===== src/srw_pkg.sv =====
// Purpose : Shared constants for the supply reset watchdog
// Assumes : 100 MHz core clock
// Notes   : Times are kept in their own units; cycle counts derive from them

package srw_pkg;

    // ------------------------------------------------------------
    // Clock and time base
    // ------------------------------------------------------------
    localparam int unsigned CLK_PERIOD_NS   = 10;
    localparam int unsigned NS_PER_MS       = 1000000;
    localparam int unsigned RST_HOLD_MS     = 200;
    localparam int unsigned WDOG_TIMEOUT_MS = 1600;
    localparam int unsigned RST_HOLD_CYC    = RST_HOLD_MS * (NS_PER_MS / CLK_PERIOD_NS);
    localparam int unsigned WDOG_CYC        = WDOG_TIMEOUT_MS * (NS_PER_MS / CLK_PERIOD_NS);

    // ------------------------------------------------------------
    // Reset values
    // ------------------------------------------------------------
    localparam logic RST_N_RESET_VAL   = 1'b0;
    localparam logic ALARM_N_RESET_VAL = 1'b0;
    localparam logic PF_N_RESET_VAL    = 1'b1;

    // ------------------------------------------------------------
    // Reset generator states
    // ------------------------------------------------------------
    typedef enum logic [0:0] {
        RST_ASSERTED,
        RST_RELEASED
    } rst_state_e;

endpackage


===== src/wdog_if.sv =====
// Purpose : Carrier between the reset generator and the watchdog
// Assumes : Single clock domain
// Notes   : Reset generator drives the hold state, watchdog reports timeout

`timescale 1ns/1ps

interface wdog_if;
    logic reset_active;
    logic timed_out;

    modport ctrl (output reset_active, input timed_out);
    modport wdog (input reset_active, output timed_out);
endinterface


===== src/srw_watchdog.sv =====
// Purpose : Kick-line activity timer
// Assumes : Kick level and float flag synchronous to the clock
// Notes   : Timeout is sticky until the count is cleared

`timescale 1ns/1ps

module srw_watchdog
    import srw_pkg::*;
#(
    parameter int unsigned TIMEOUT_CYC = WDOG_CYC
) (
    input  wire logic core_clk_i,
    input  wire logic sys_rst_i,
    input  wire logic kick_i,
    input  wire logic kick_float_i,
    wdog_if.wdog      wd
);

    localparam int unsigned CW = $clog2(TIMEOUT_CYC + 1);

    // One cycle to see a kick edge and one to flag the timeout
    if (TIMEOUT_CYC < 2) begin : g_bad_timeout
        $error("srw_watchdog: TIMEOUT_CYC must be at least 2");
    end

    logic [CW-1:0] cnt_q, cnt_d;
    logic          kick_q, kick_d;
    logic          to_q, to_d;

    always_comb begin
        kick_d = kick_i;
        cnt_d  = cnt_q;
        to_d   = to_q;
        if (wd.reset_active || kick_float_i || (kick_i != kick_q)) begin
            cnt_d = '0;
            to_d  = 1'b0;
        end else if (cnt_q == CW'(TIMEOUT_CYC - 1)) begin
            to_d  = 1'b1;
        end else begin
            cnt_d = cnt_q + CW'(1);
        end
    end

    always_ff @(posedge core_clk_i) begin
        if (sys_rst_i) begin
            cnt_q  <= '0;
            kick_q <= 1'b0;
            to_q   <= 1'b0;
        end else begin
            cnt_q  <= cnt_d;
            kick_q <= kick_d;
            to_q   <= to_d;
        end
    end

    assign wd.timed_out = to_q;

endmodule


===== src/supply_reset_watchdog.sv =====
// Purpose : Supervisory reset, watchdog and power-fail logic
// Assumes : Supply comparisons arrive as digital levels, synchronous
// Notes   : Variant chosen at build time by HAS_WATCHDOG

`timescale 1ns/1ps

module supply_reset_watchdog
    import srw_pkg::*;
#(
    parameter bit          HAS_WATCHDOG = 1'b1,
    parameter int unsigned HOLD_CYC     = RST_HOLD_CYC,
    parameter int unsigned TIMEOUT_CYC  = WDOG_CYC
) (
    input  wire logic core_clk_i,
    input  wire logic sys_rst_i,
    input  wire logic undervoltage_i,
    input  wire logic manual_reset_n_i,
    input  wire logic watchdog_kick_in_i,
    input  wire logic kick_float_i,
    input  wire logic supply_sense_low_i,
    output logic      reset_n_o,
    output logic      reset_o,
    output logic      watchdog_alarm_n_o,
    output logic      power_fail_n_o
);

    // ------------------------------------------------------------
    // Build checks
    // ------------------------------------------------------------
    localparam int unsigned HW = $clog2(HOLD_CYC + 1);

    // A hold of zero cycles would let a one-cycle trigger pass with no
    // reset pulse at all, so the build refuses it.
    if (HOLD_CYC < 1) begin : g_bad_hold
        $error("supply_reset_watchdog: HOLD_CYC must be at least 1");
    end

    // The watchdog needs one cycle to see a kick edge and one to flag
    // the timeout; a shorter period cannot be told apart from a kick.
    if (HAS_WATCHDOG && (TIMEOUT_CYC < 2)) begin : g_bad_timeout
        $error("supply_reset_watchdog: TIMEOUT_CYC must be at least 2");
    end

    // ------------------------------------------------------------
    // Helper functions
    // ------------------------------------------------------------
    // Either a low supply or a held manual input starts a reset.
    function automatic logic reset_trigger(
        input logic uv,
        input logic mr_n
    );
        return uv || !mr_n;
    endfunction

    // The hold counter has reached its last cycle.
    function automatic logic hold_done(
        input logic [HW-1:0] cnt
    );
        return cnt == HW'(HOLD_CYC - 1);
    endfunction

    // Next hold count; never wraps because hold_done ends the count.
    function automatic logic [HW-1:0] hold_step(
        input logic [HW-1:0] cnt
    );
        return cnt + HW'(1);
    endfunction

    // Alarm level: a low supply or a sticky timeout pulls it low.
    function automatic logic alarm_level(
        input logic uv,
        input logic timed_out
    );
        return !(uv || timed_out);
    endfunction

    // ------------------------------------------------------------
    // Reset generator
    // ------------------------------------------------------------
    // Any low manual-reset sample restarts the hold, so bounce is
    // absorbed by the hold period instead of making short pulses.
    rst_state_e    st_q, st_d;
    logic [HW-1:0] hold_q, hold_d;
    logic          rst_n_q, rst_n_d;
    logic          trigger;

    assign trigger = reset_trigger(undervoltage_i, manual_reset_n_i);

    always_comb begin
        st_d    = st_q;
        hold_d  = hold_q;
        rst_n_d = rst_n_q;
        case (st_q)
            RST_ASSERTED: begin
                rst_n_d = 1'b0;
                if (trigger) begin
                    hold_d = '0;
                end else if (hold_done(hold_q)) begin
                    st_d    = RST_RELEASED;
                    rst_n_d = 1'b1;
                end else begin
                    hold_d = hold_step(hold_q);
                end
            end
            RST_RELEASED: begin
                if (trigger) begin
                    st_d    = RST_ASSERTED;
                    hold_d  = '0;
                    rst_n_d = 1'b0;
                end
            end
            default: begin
                st_d    = RST_ASSERTED;
                hold_d  = '0;
                rst_n_d = 1'b0;
            end
        endcase
    end

    always_ff @(posedge core_clk_i) begin
        if (sys_rst_i) begin
            st_q    <= RST_ASSERTED;
            hold_q  <= '0;
            rst_n_q <= RST_N_RESET_VAL;
        end else begin
            st_q    <= st_d;
            hold_q  <= hold_d;
            rst_n_q <= rst_n_d;
        end
    end

    assign reset_n_o = rst_n_q;

    // ------------------------------------------------------------
    // Variant-specific outputs
    // ------------------------------------------------------------
    // Only one variant exists per build, so the unused function costs
    // no logic; the fixed levels keep the unused pins inactive.
    logic pf_n_q, pf_n_d;
    logic alarm_n_q, alarm_n_d;

    generate
        if (HAS_WATCHDOG) begin : g_wdog
            wdog_if wdl ();
            assign wdl.reset_active = !rst_n_q;

            srw_watchdog #(
                .TIMEOUT_CYC (TIMEOUT_CYC)
            ) u_wdog (
                .core_clk_i   (core_clk_i),
                .sys_rst_i    (sys_rst_i),
                .kick_i       (watchdog_kick_in_i),
                .kick_float_i (kick_float_i),
                .wd           (wdl)
            );

            // Undervoltage drives the alarm directly so it clears with
            // the supply, not after the reset hold.
            always_comb begin
                alarm_n_d = alarm_level(undervoltage_i, wdl.timed_out);
            end
            assign reset_o = 1'b0;
        end else begin : g_dual
            always_comb begin
                alarm_n_d = 1'b1;
            end
            assign reset_o = !rst_n_q;
        end
    endgenerate

    always_comb begin
        pf_n_d = !supply_sense_low_i;
    end

    always_ff @(posedge core_clk_i) begin
        if (sys_rst_i) begin
            alarm_n_q <= ALARM_N_RESET_VAL;
            pf_n_q    <= PF_N_RESET_VAL;
        end else begin
            alarm_n_q <= alarm_n_d;
            pf_n_q    <= pf_n_d;
        end
    end

    assign watchdog_alarm_n_o = HAS_WATCHDOG ? alarm_n_q : 1'b1;
    assign power_fail_n_o     = pf_n_q;

endmodule


===== config.mk =====
export PLATFORM = sky130hd
export DESIGN_NAME = supply_reset_watchdog
export DESIGN_NICKNAME = d
export VERILOG_FILES = /design/src/srw_pkg.sv /design/src/wdog_if.sv /design/src/srw_watchdog.sv /design/src/supply_reset_watchdog.sv
export SDC_FILE = /design/constraint.sdc
export NUM_CORES = 1
export LEC_CHECK = 0
export BUFFER_PORTS_ARGS = -buffer_cell sky130_fd_sc_hd__buf_2
export CELL_PAD_IN_SITES_DETAIL_PLACEMENT = 0
export CELL_PAD_IN_SITES_GLOBAL_PLACEMENT = 1
export CORE_MARGIN = 4
export CORE_UTILIZATION = 51
export DETAILED_ROUTE_END_ITERATION = 12
export PLACE_DENSITY_LB_ADDON = 0.1
export SLEW_MARGIN = 20
export SYNTH_ARGS = -nofsm -noshare
export SYNTH_HDL_FRONTEND = slang
export SYNTH_SLANG_ARGS = --single-unit

===== constraint.sdc =====
create_clock -name core_clk_i -period 3.5 [get_ports core_clk_i]
set_input_delay 0.875 -clock core_clk_i [delete_from_list [all_inputs] [get_ports core_clk_i]]
set_output_delay 0.875 -clock core_clk_i [all_outputs]
set_load 0.005 [all_outputs]

==> results.json, run 1 <==
{
  "status": "finished, final reports clean",
  "maxCapViolCount": 0,
  "grt_usage_pct": 19.7,
  "met2_usage_pct": 26.8,
  "grt_max_degree": 17,
  "setup_violations": 0,
  "drive_gt1_share_pct": 12.2,
  "cts_resized": 0,
  "synth_commonest_cells": "59 x dfxtp_1, 37 x nor2_1, 30 x nand2_1",
  "rsz0062_at_grt": "no",
  "required_ns": 3.73,
  "synth_most_common_cell": "dfxtp_1",
  "synth_top_area_share_pct": 39.3,
  "first_iter_violations": 149,
  "cp-end-kind": "register",
  "grt_use_met1_pct": 29.7,
  "p_leak_nw": 1.14,
  "ys_warn_count": 0,
  "synth_cells": 349,
  "critPathLaunchType": "register",
  "timing.hold.ws_ns": 0.433,
  "numClockSinks": 59,
  "finalSetupTns_ns": 0,
  "slew_headroom_pct": 45.8,
  "die_w_um": 84.7,
  "async_flop_share_pct": 0,
  "pwr-share-clk_pct": 52.2,
  "antennaDiodeCount": 0,
  "gp_congestion": 0.815,
  "wire_per_inst_um": 15.1,
  "met3_usage_pct": 3.04,
  "swShare_pct": 19.9,
  "synthesis.area_mm2": 0.00300,
  "skew_ns": 0.00678,
  "ant_nets": 0,
  "io_pins": 11,
  "dp.cells": 418,
  "seqPwrFrac_pct": 46.0,
  "syn_to_final_growth_pct": 9.75,
  "slew_violations": 0,
  "fin_crit_ns": 2.25,
  "p_int_w": 0.00118,
  "dpl.hpwl_um": 4620,
  "synth_top_family_by_area": "simple AND/OR/NAND/NOR gates",
  "cts_setup_buffers": 0,
  "synth_area_leader_cell": "dfxtp_1",
  "grt_pass1_wl_um": 11500,
  "ys_types": 61,
  "period_share_pct": 64.2,
  "clock-root-buffer": "clkbuf_8",
  "ctsHoldBuffers": 0,
  "nets": 366,
  "synth-compound-area-share_pct": 15.7,
  "p_per_area_mw_per_mm2": 445,
  "hold_viol": 0,
  "synthAdderAreaFrac_pct": 0.834,
  "numCtsBuffers": 9,
  "coreArea_mm2": 0.00561,
  "drt-pass1-iter-count": 4,
  "synthTopCellsByArea": "dfxtp_1 39%, nor2_1 4.6%, nand3_1 4.2%, nand2_1 3.8%, nand4_1 3.3%",
  "clockBufferDepth": 2,
  "numPortBuffers": 9,
  "power_switching_w": 0.000291,
  "synthMuxAreaShare_pct": 1.33,
  "cts.clk_slew.worst_paths_ns": 0.07,
  "cts_tree": "built",
  "worstPathArrival_ns": 2.48,
  "die_y_um": 84.7,
  "synth-simple-area-share_pct": 34.1,
  "via_per_inst": 6.11,
  "synth_area_per_cell_um2": 8.60,
  "cp_max_fo": 10,
  "crit_type": "register to register",
  "vias": 2652,
  "total_power_w": 0.00147,
  "syn_nets": 358,
  "start_util_pct": 53.5,
  "wl_um": 6560,
  "antenna_found_initial": 0,
  "synth-edff-count": 0,
  "ys.flop_type": "dfxtp_1",
  "final_cells": 434,
  "clock_latency_ns": 0.34,
  "drc": 0,
  "fmax_mhz": 445,
  "yosysSeqAreaShare_pct": 39.3,
  "first_global_vias": 2360,
  "grt.busiest_layer": "met1",
  "synth-seq-cells": 59,
  "synth-xor-area-share_pct": 4.67,
  "combPwrFrac_pct": 1.7,
  "dieArea_mm2": 0.00718,
  "worstMarginPinSlew_ns": 0.807,
  "h-tree-depth": 3,
  "ir_drop_v": 0.000216,
  "hp-class": "register to register",
  "grt-ovfl-total": 0,
  "placementRows": 27
}
power by group through the flow:
| stage | sequential (W) | clock (W) | combinational (W) |
|---|---|---|---|
| 2_1_floorplan | 0.000690 | 0 | 0.0000170 |
| 3_3_place_gp | 0.000690 | 0 | 0.0000253 |
| 3_5_place_dp | 0.000690 | 0 | 0.0000255 |
| 4_1_cts | 0.000675 | 0.000775 | 0.0000257 |
| 5_1_grt | 0.000675 | 0.000808 | 0.0000292 |
| 6_report | 0.000675 | 0.000766 | 0.0000255 |
layer usage:
layer,up-vias,part of all wire (%)
li1,1330,-
met1,1248,51
met2,65,42
met3,9,5.3
met4,0,1.3
met5,-,0
metrics by stage:
step	util, %	worst slack (ns)	area [um2]
after global placement	54.4	1.04	3050
final	58.7	1.25	3290
after global routing	58.7	1.10	3290
after detailed placement	54.4	0.982	3050
after floorplan	-	1.22	3000
after CTS	58.7	1.27	3290
path summary, 6_finish.rpt:
| kind | start | end | slack [ns] | cells past startpoint |
|---|---|---|---|---|
| min reg2reg | g_wdog.u_wdog.wd.timed_out | watchdog_alarm_n_o | 0.43 | 1 |
| min | g_wdog.u_wdog.wd.timed_out | watchdog_alarm_n_o | 0.43 | 1 |
| max reg2reg | hold_q[0] | hold_q[24] | 1.25 | 6 |
| max | hold_q[0] | hold_q[24] | 1.25 | 6 |
state kept, by name (all words and copies together) (netlist names):
register / count
g_wdog.u_wdog.cnt_q: 28
hold_q: 25
g_wdog.u_wdog.kick_q: 1
g_wdog.u_wdog.wd.timed_out: 1
power_fail_n_o: 1
reset_n_o: 1
st_q: 1
watchdog_alarm_n_o: 1
critical path, cell delays in order (launching register included):
cell and delay [ns]:
dfxtp_1 0.42, ha_1 0.27, nand4_2 0.17, nor4_4 0.62, nand3_1 0.18, and3_1 0.22, a211o_1 0.26
layout by cell type, fill, tap and decap left out, types with 3 or more instances in the layout:
cell        n
o21ai_1     8
and2_1      4
o211ai_1    6
clkinv_2    3
nand4_1    16
nand2_1    30
o41ai_1     3
bufinv_16   3
and4_1      6
xnor2_1     8
nor4b_1     3
o21ai_0    16
nor2_1     37
and3_1      9
nand3_1    25
a31oi_1     8
or4_1       8
clkbuf_8   10
mux2i_1     4
xor2_1      8
dfxtp_1    59
nand2b_1    5
nor3_1      6
buf_2       9
or3_1       6
a21oi_1    15
cell families after synthesis:
group                    after synthesis
multiplexers                           4
adder cells (fa/ha/maj)                2
flip-flops                            59
other                                  1
buffers and inverters                 18
AO/OA/AOI/OAI                         73
AND/OR/NAND/NOR                      176
XOR/XNOR                              16
final cells by class:
type	instances	area (um2)
inverter	4	16.3
clock buffer	11	141
multi-input combinational	272	1710
clock inverter	5	100
fill	514	2310
timing repair buffer	11	60.1
tap	72	90.1
sequential	59	1180
Note: power is estimated with default switching activity, not from simulation.
==> run 2, diff against run 1 <==
--- a/config.mk
+++ b/config.mk
@@ -5,11 +5,12 @@
 export SDC_FILE = /design/constraint.sdc
 export NUM_CORES = 1
 export LEC_CHECK = 0
+export ABC_AREA = 1
 export BUFFER_PORTS_ARGS = -buffer_cell sky130_fd_sc_hd__buf_2
 export CELL_PAD_IN_SITES_DETAIL_PLACEMENT = 0
 export CELL_PAD_IN_SITES_GLOBAL_PLACEMENT = 1
 export CORE_MARGIN = 4
-export CORE_UTILIZATION = 51
+export CORE_UTILIZATION = 40
 export DETAILED_ROUTE_END_ITERATION = 12
 export PLACE_DENSITY_LB_ADDON = 0.1
 export SLEW_MARGIN = 20
==> constraint.sdc (replaced) <==
create_clock -name core_clk_i -period 2.05 [get_ports core_clk_i]
set_input_delay 0.5125 -clock core_clk_i [delete_from_list [all_inputs] [get_ports core_clk_i]]
set_output_delay 0.5125 -clock core_clk_i [all_outputs]
set_load 0.005 [all_outputs]
==> run 2 against run 1 <==
Net effect: synthesized cell count grew 55%; maximum frequency grew 26%; area after synthesis grew 13%; register-to-register slack lost 0.98 ns; worst setup slack lost 0.98 ns; flip-flop and latch count is the same; clock power grew 45%; final cell count grew 54%; routed wire length grew 31%; combinational power grew 130%; die area grew 39%; critical path type unchanged; largest power group is now sequential cells.
==> results.json, run 2 <==
{
  "setup_violations": 0,
  "worstMarginPinSlew_ns": 0.678,
  "ys_warn_count": 0,
  "p_leak_nw": 1.38,
  "final_cells": 668,
  "rrSetupSlack_ns": 0.27,
  "p_per_area_mw_per_mm2": 615,
  "synth_commonest_cells": "158 x nand2_1, 79 x nor2_1, 74 x inv_1",
  "grt_usage_pct": 18.2,
  "drive_gt1_share_pct": 10.3,
  "finalSetupTns_ns": 0,
  "layout_common_cells": "158 x nand2_1, 79 x nor2_1, 74 x inv_1, 59 x dfxtp_1, 38 x nand3_1",
  "ctsHoldBuffers": 0,
  "largest_register_ffs": 28,
  "status": "finished, final reports clean",
  "ant_nets": 0,
  "top_regs": "g_wdog.u_wdog.cnt_q (28), hold_q (25)",
  "synthTopCellsByArea": "dfxtp_1 35%, nand2_1 18%, nor2_1 8.8%, inv_1 8.2%, nand3_1 5.6%",
  "fmax_mhz": 563,
  "via_per_inst": 4.92,
  "cp-end-kind": "register",
  "skew_ns": 0.00970,
  "seqPwrFrac_pct": 49.7,
  "wl_um": 8610,
  "hp-class": "input port to register",
  "hold_viol": 0,
  "rsz0062_at_grt": "no",
  "synth_area_leader_cell": "dfxtp_1",
  "drt-pass1-iter-count": 6,
  "holdPathEnd": "power_fail_n_o",
  "clock_latency_ns": 0.34,
  "wire_per_inst_um": 12.9,
  "syn_to_final_growth_pct": 11.3,
  "synth_top_area_share_pct": 34.9,
  "fin_crit_ns": 1.78,
  "critPathLaunchType": "register",
  "clock-root-buffer": "clkbuf_8",
  "crit_path_start": "hold_q[1]",
  "numClockSinks": 59,
  "largest-register": "g_wdog.u_wdog.cnt_q",
  "start_util_pct": 41.2,
  "rr_endpoint": "hold_q[17]",
  "pwr-share-clk_pct": 47.7,
  "die_w_um": 100,
  "r2r_start": "hold_q[1]",
  "vias": 3286,
  "grt-ovfl-total": 0,
  "dpl.hpwl_um": 6500,
  "hp-start": "supply_sense_low_i",
  "dp.cells": 653,
  "crit_chain": "ha_1 > nand3_1 > inv_1 > nand2_2 > nor2_2 > nand2_2 > nand2_4 > nand2_2 > clkinv_4 > nand2_1 > o21ai_0",
  "drc": 0,
  "cp_max_fo": 17,
  "placementRows": 33,
  "slew_violations": 0,
  "final_common_cell": "nand2_1",
  "cts_tree": "built",
  "synthesis.area_mm2": 0.00339,
  "io_pins": 11,
  "cts_resized": 0,
  "synth-edff-count": 0,
  "cts.clk_slew.worst_paths_ns": 0.07,
  "antenna_found_initial": 0,
  "period_share_pct": 86.7,
  "ir_drop_v": 0.000256,
  "synth_area_per_cell_um2": 6.27,
  "placed_cell_area_mm2": 0.00357,
  "yosysSeqAreaShare_pct": 34.9,
  "die_y_um": 100,
  "p_int_w": 0.00179,
  "grt_max_degree": 18,
  "crit_type": "register to register",
  "nets": 568,
  "power_switching_w": 0.000528,
  "swShare_pct": 22.8,
  "critPathMaxStageDelay_ns": 0.37,
  "synth-seq-cells": 59,
  "fin_area_mm2": 0.00377,
  "async_flop_share_pct": 0,
  "h-tree-depth": 3,
  "first_iter_violations": 81,
  "antennaDiodeCount": 0,
  "grt_pass1_wl_um": 14400,
  "cts_setup_buffers": 0,
  "clockBufferDepth": 2,
  "coreArea_mm2": 0.00822,
  "dieArea_mm2": 0.0100,
  "synth_cells": 540,
  "first_global_vias": 3099,
  "ys.flop_type": "dfxtp_1",
  "synth_most_common_cell": "nand2_1",
  "ys_types": 34,
  "fillCellCount": 889,
  "worst_path_max_delay_cell": "dfxtp_1",
  "final_util_pct": 45.9,
  "path_common_cell": "nand2_2",
  "combPwrFrac_pct": 2.5,
  "maxCapViolCount": 0,
  "min_path_cells": 2,
  "numPortBuffers": 9,
  "worstPathArrival_ns": 2.04,
  "required_ns": 2.31,
  "numCtsBuffers": 9,
  "gp_congestion": 0.788,
  "slew_headroom_pct": 54.6,
  "syn_nets": 549,
  "reg2regPathDepth": 11
}
## run 2: worst max path at each step
stage	slack, ns	to
2_1_floorplan	0.54	g_wdog.u_wdog.cnt_q[22]
3_3_place_gp	0.24	hold_q[13]
3_5_place_dp	0.23	hold_q[13]
4_1_cts	0.26	hold_q[17]
5_1_grt	0.04	hold_q[13]
6_report	0.27	hold_q[17]
## run 2: area by class of cell
class,instances,area [um2],area share (%)
multi-input cells,396,1860,49.4
flip-flops and latches,59,1180,31.3
inverters,76,290,7.70
clock buffers,11,151,4.02
well taps,105,131,3.48
repair buffers,17,105,2.79
clock inverters,4,50.0,1.33
## run 2: critical path, delay by kind of cell (launching register included)
kind / cells / cell delay (ns)
AND/OR/NAND/NOR: 7 / 0.80
buffers and inverters: 2 / 0.26
AO/OA/AOI/OAI: 1 / 0.07
flip-flops: 1 / 0.37
adder cells (fa/ha/maj): 1 / 0.20
## run 2: per-stage QoR
stage | hold WS [ns] | total power, W | setup WS (ns)
finish | 0.333 | 0.00232 | 0.273
global placement | 0.430 | 0.00124 | 0.237
global route | 0.325 | 0.00240 | 0.0376
detailed placement | 0.418 | 0.00124 | 0.225
CTS | 0.327 | 0.00234 | 0.264
floorplan | 0.396 | 0.00121 | 0.536
## run 2: routing by layer
layer / share of wire (%) / vias up / GRT usage [%]
li1: - / 1745 / -
met1: 46 / 1492 / 21.5
met2: 50 / 37 / 33.0
met3: 2.3 / 12 / 2.64
met4: 1.8 / 0 / 6.94
met5: 0 / - / 0
## run 2: power groups by stage
stage	clock, W	sequential, W	combinational, W
floorplan	0	0.00118	0.0000289
global placement	0	0.00118	0.0000593
detailed placement	0	0.00118	0.0000599
CTS	0.00113	0.00115	0.0000603
global route	0.00118	0.00115	0.0000648
finish	0.00111	0.00115	0.0000589
## run 2: logic make-up (layout without fill, tap and decap cells)
family	Yosys count	in the layout	share of synthesized area [%]
AOI/OAI and AO/OA	55	55	9.16
xor gates and xnor gates	13	13	3.36
adders and majority gates	2	2	0.739
buffers and inverters	85	108	10.2
DFF	59	59	34.9
other	1	1	0.111
and+or+nand+nor	325	325	41.6
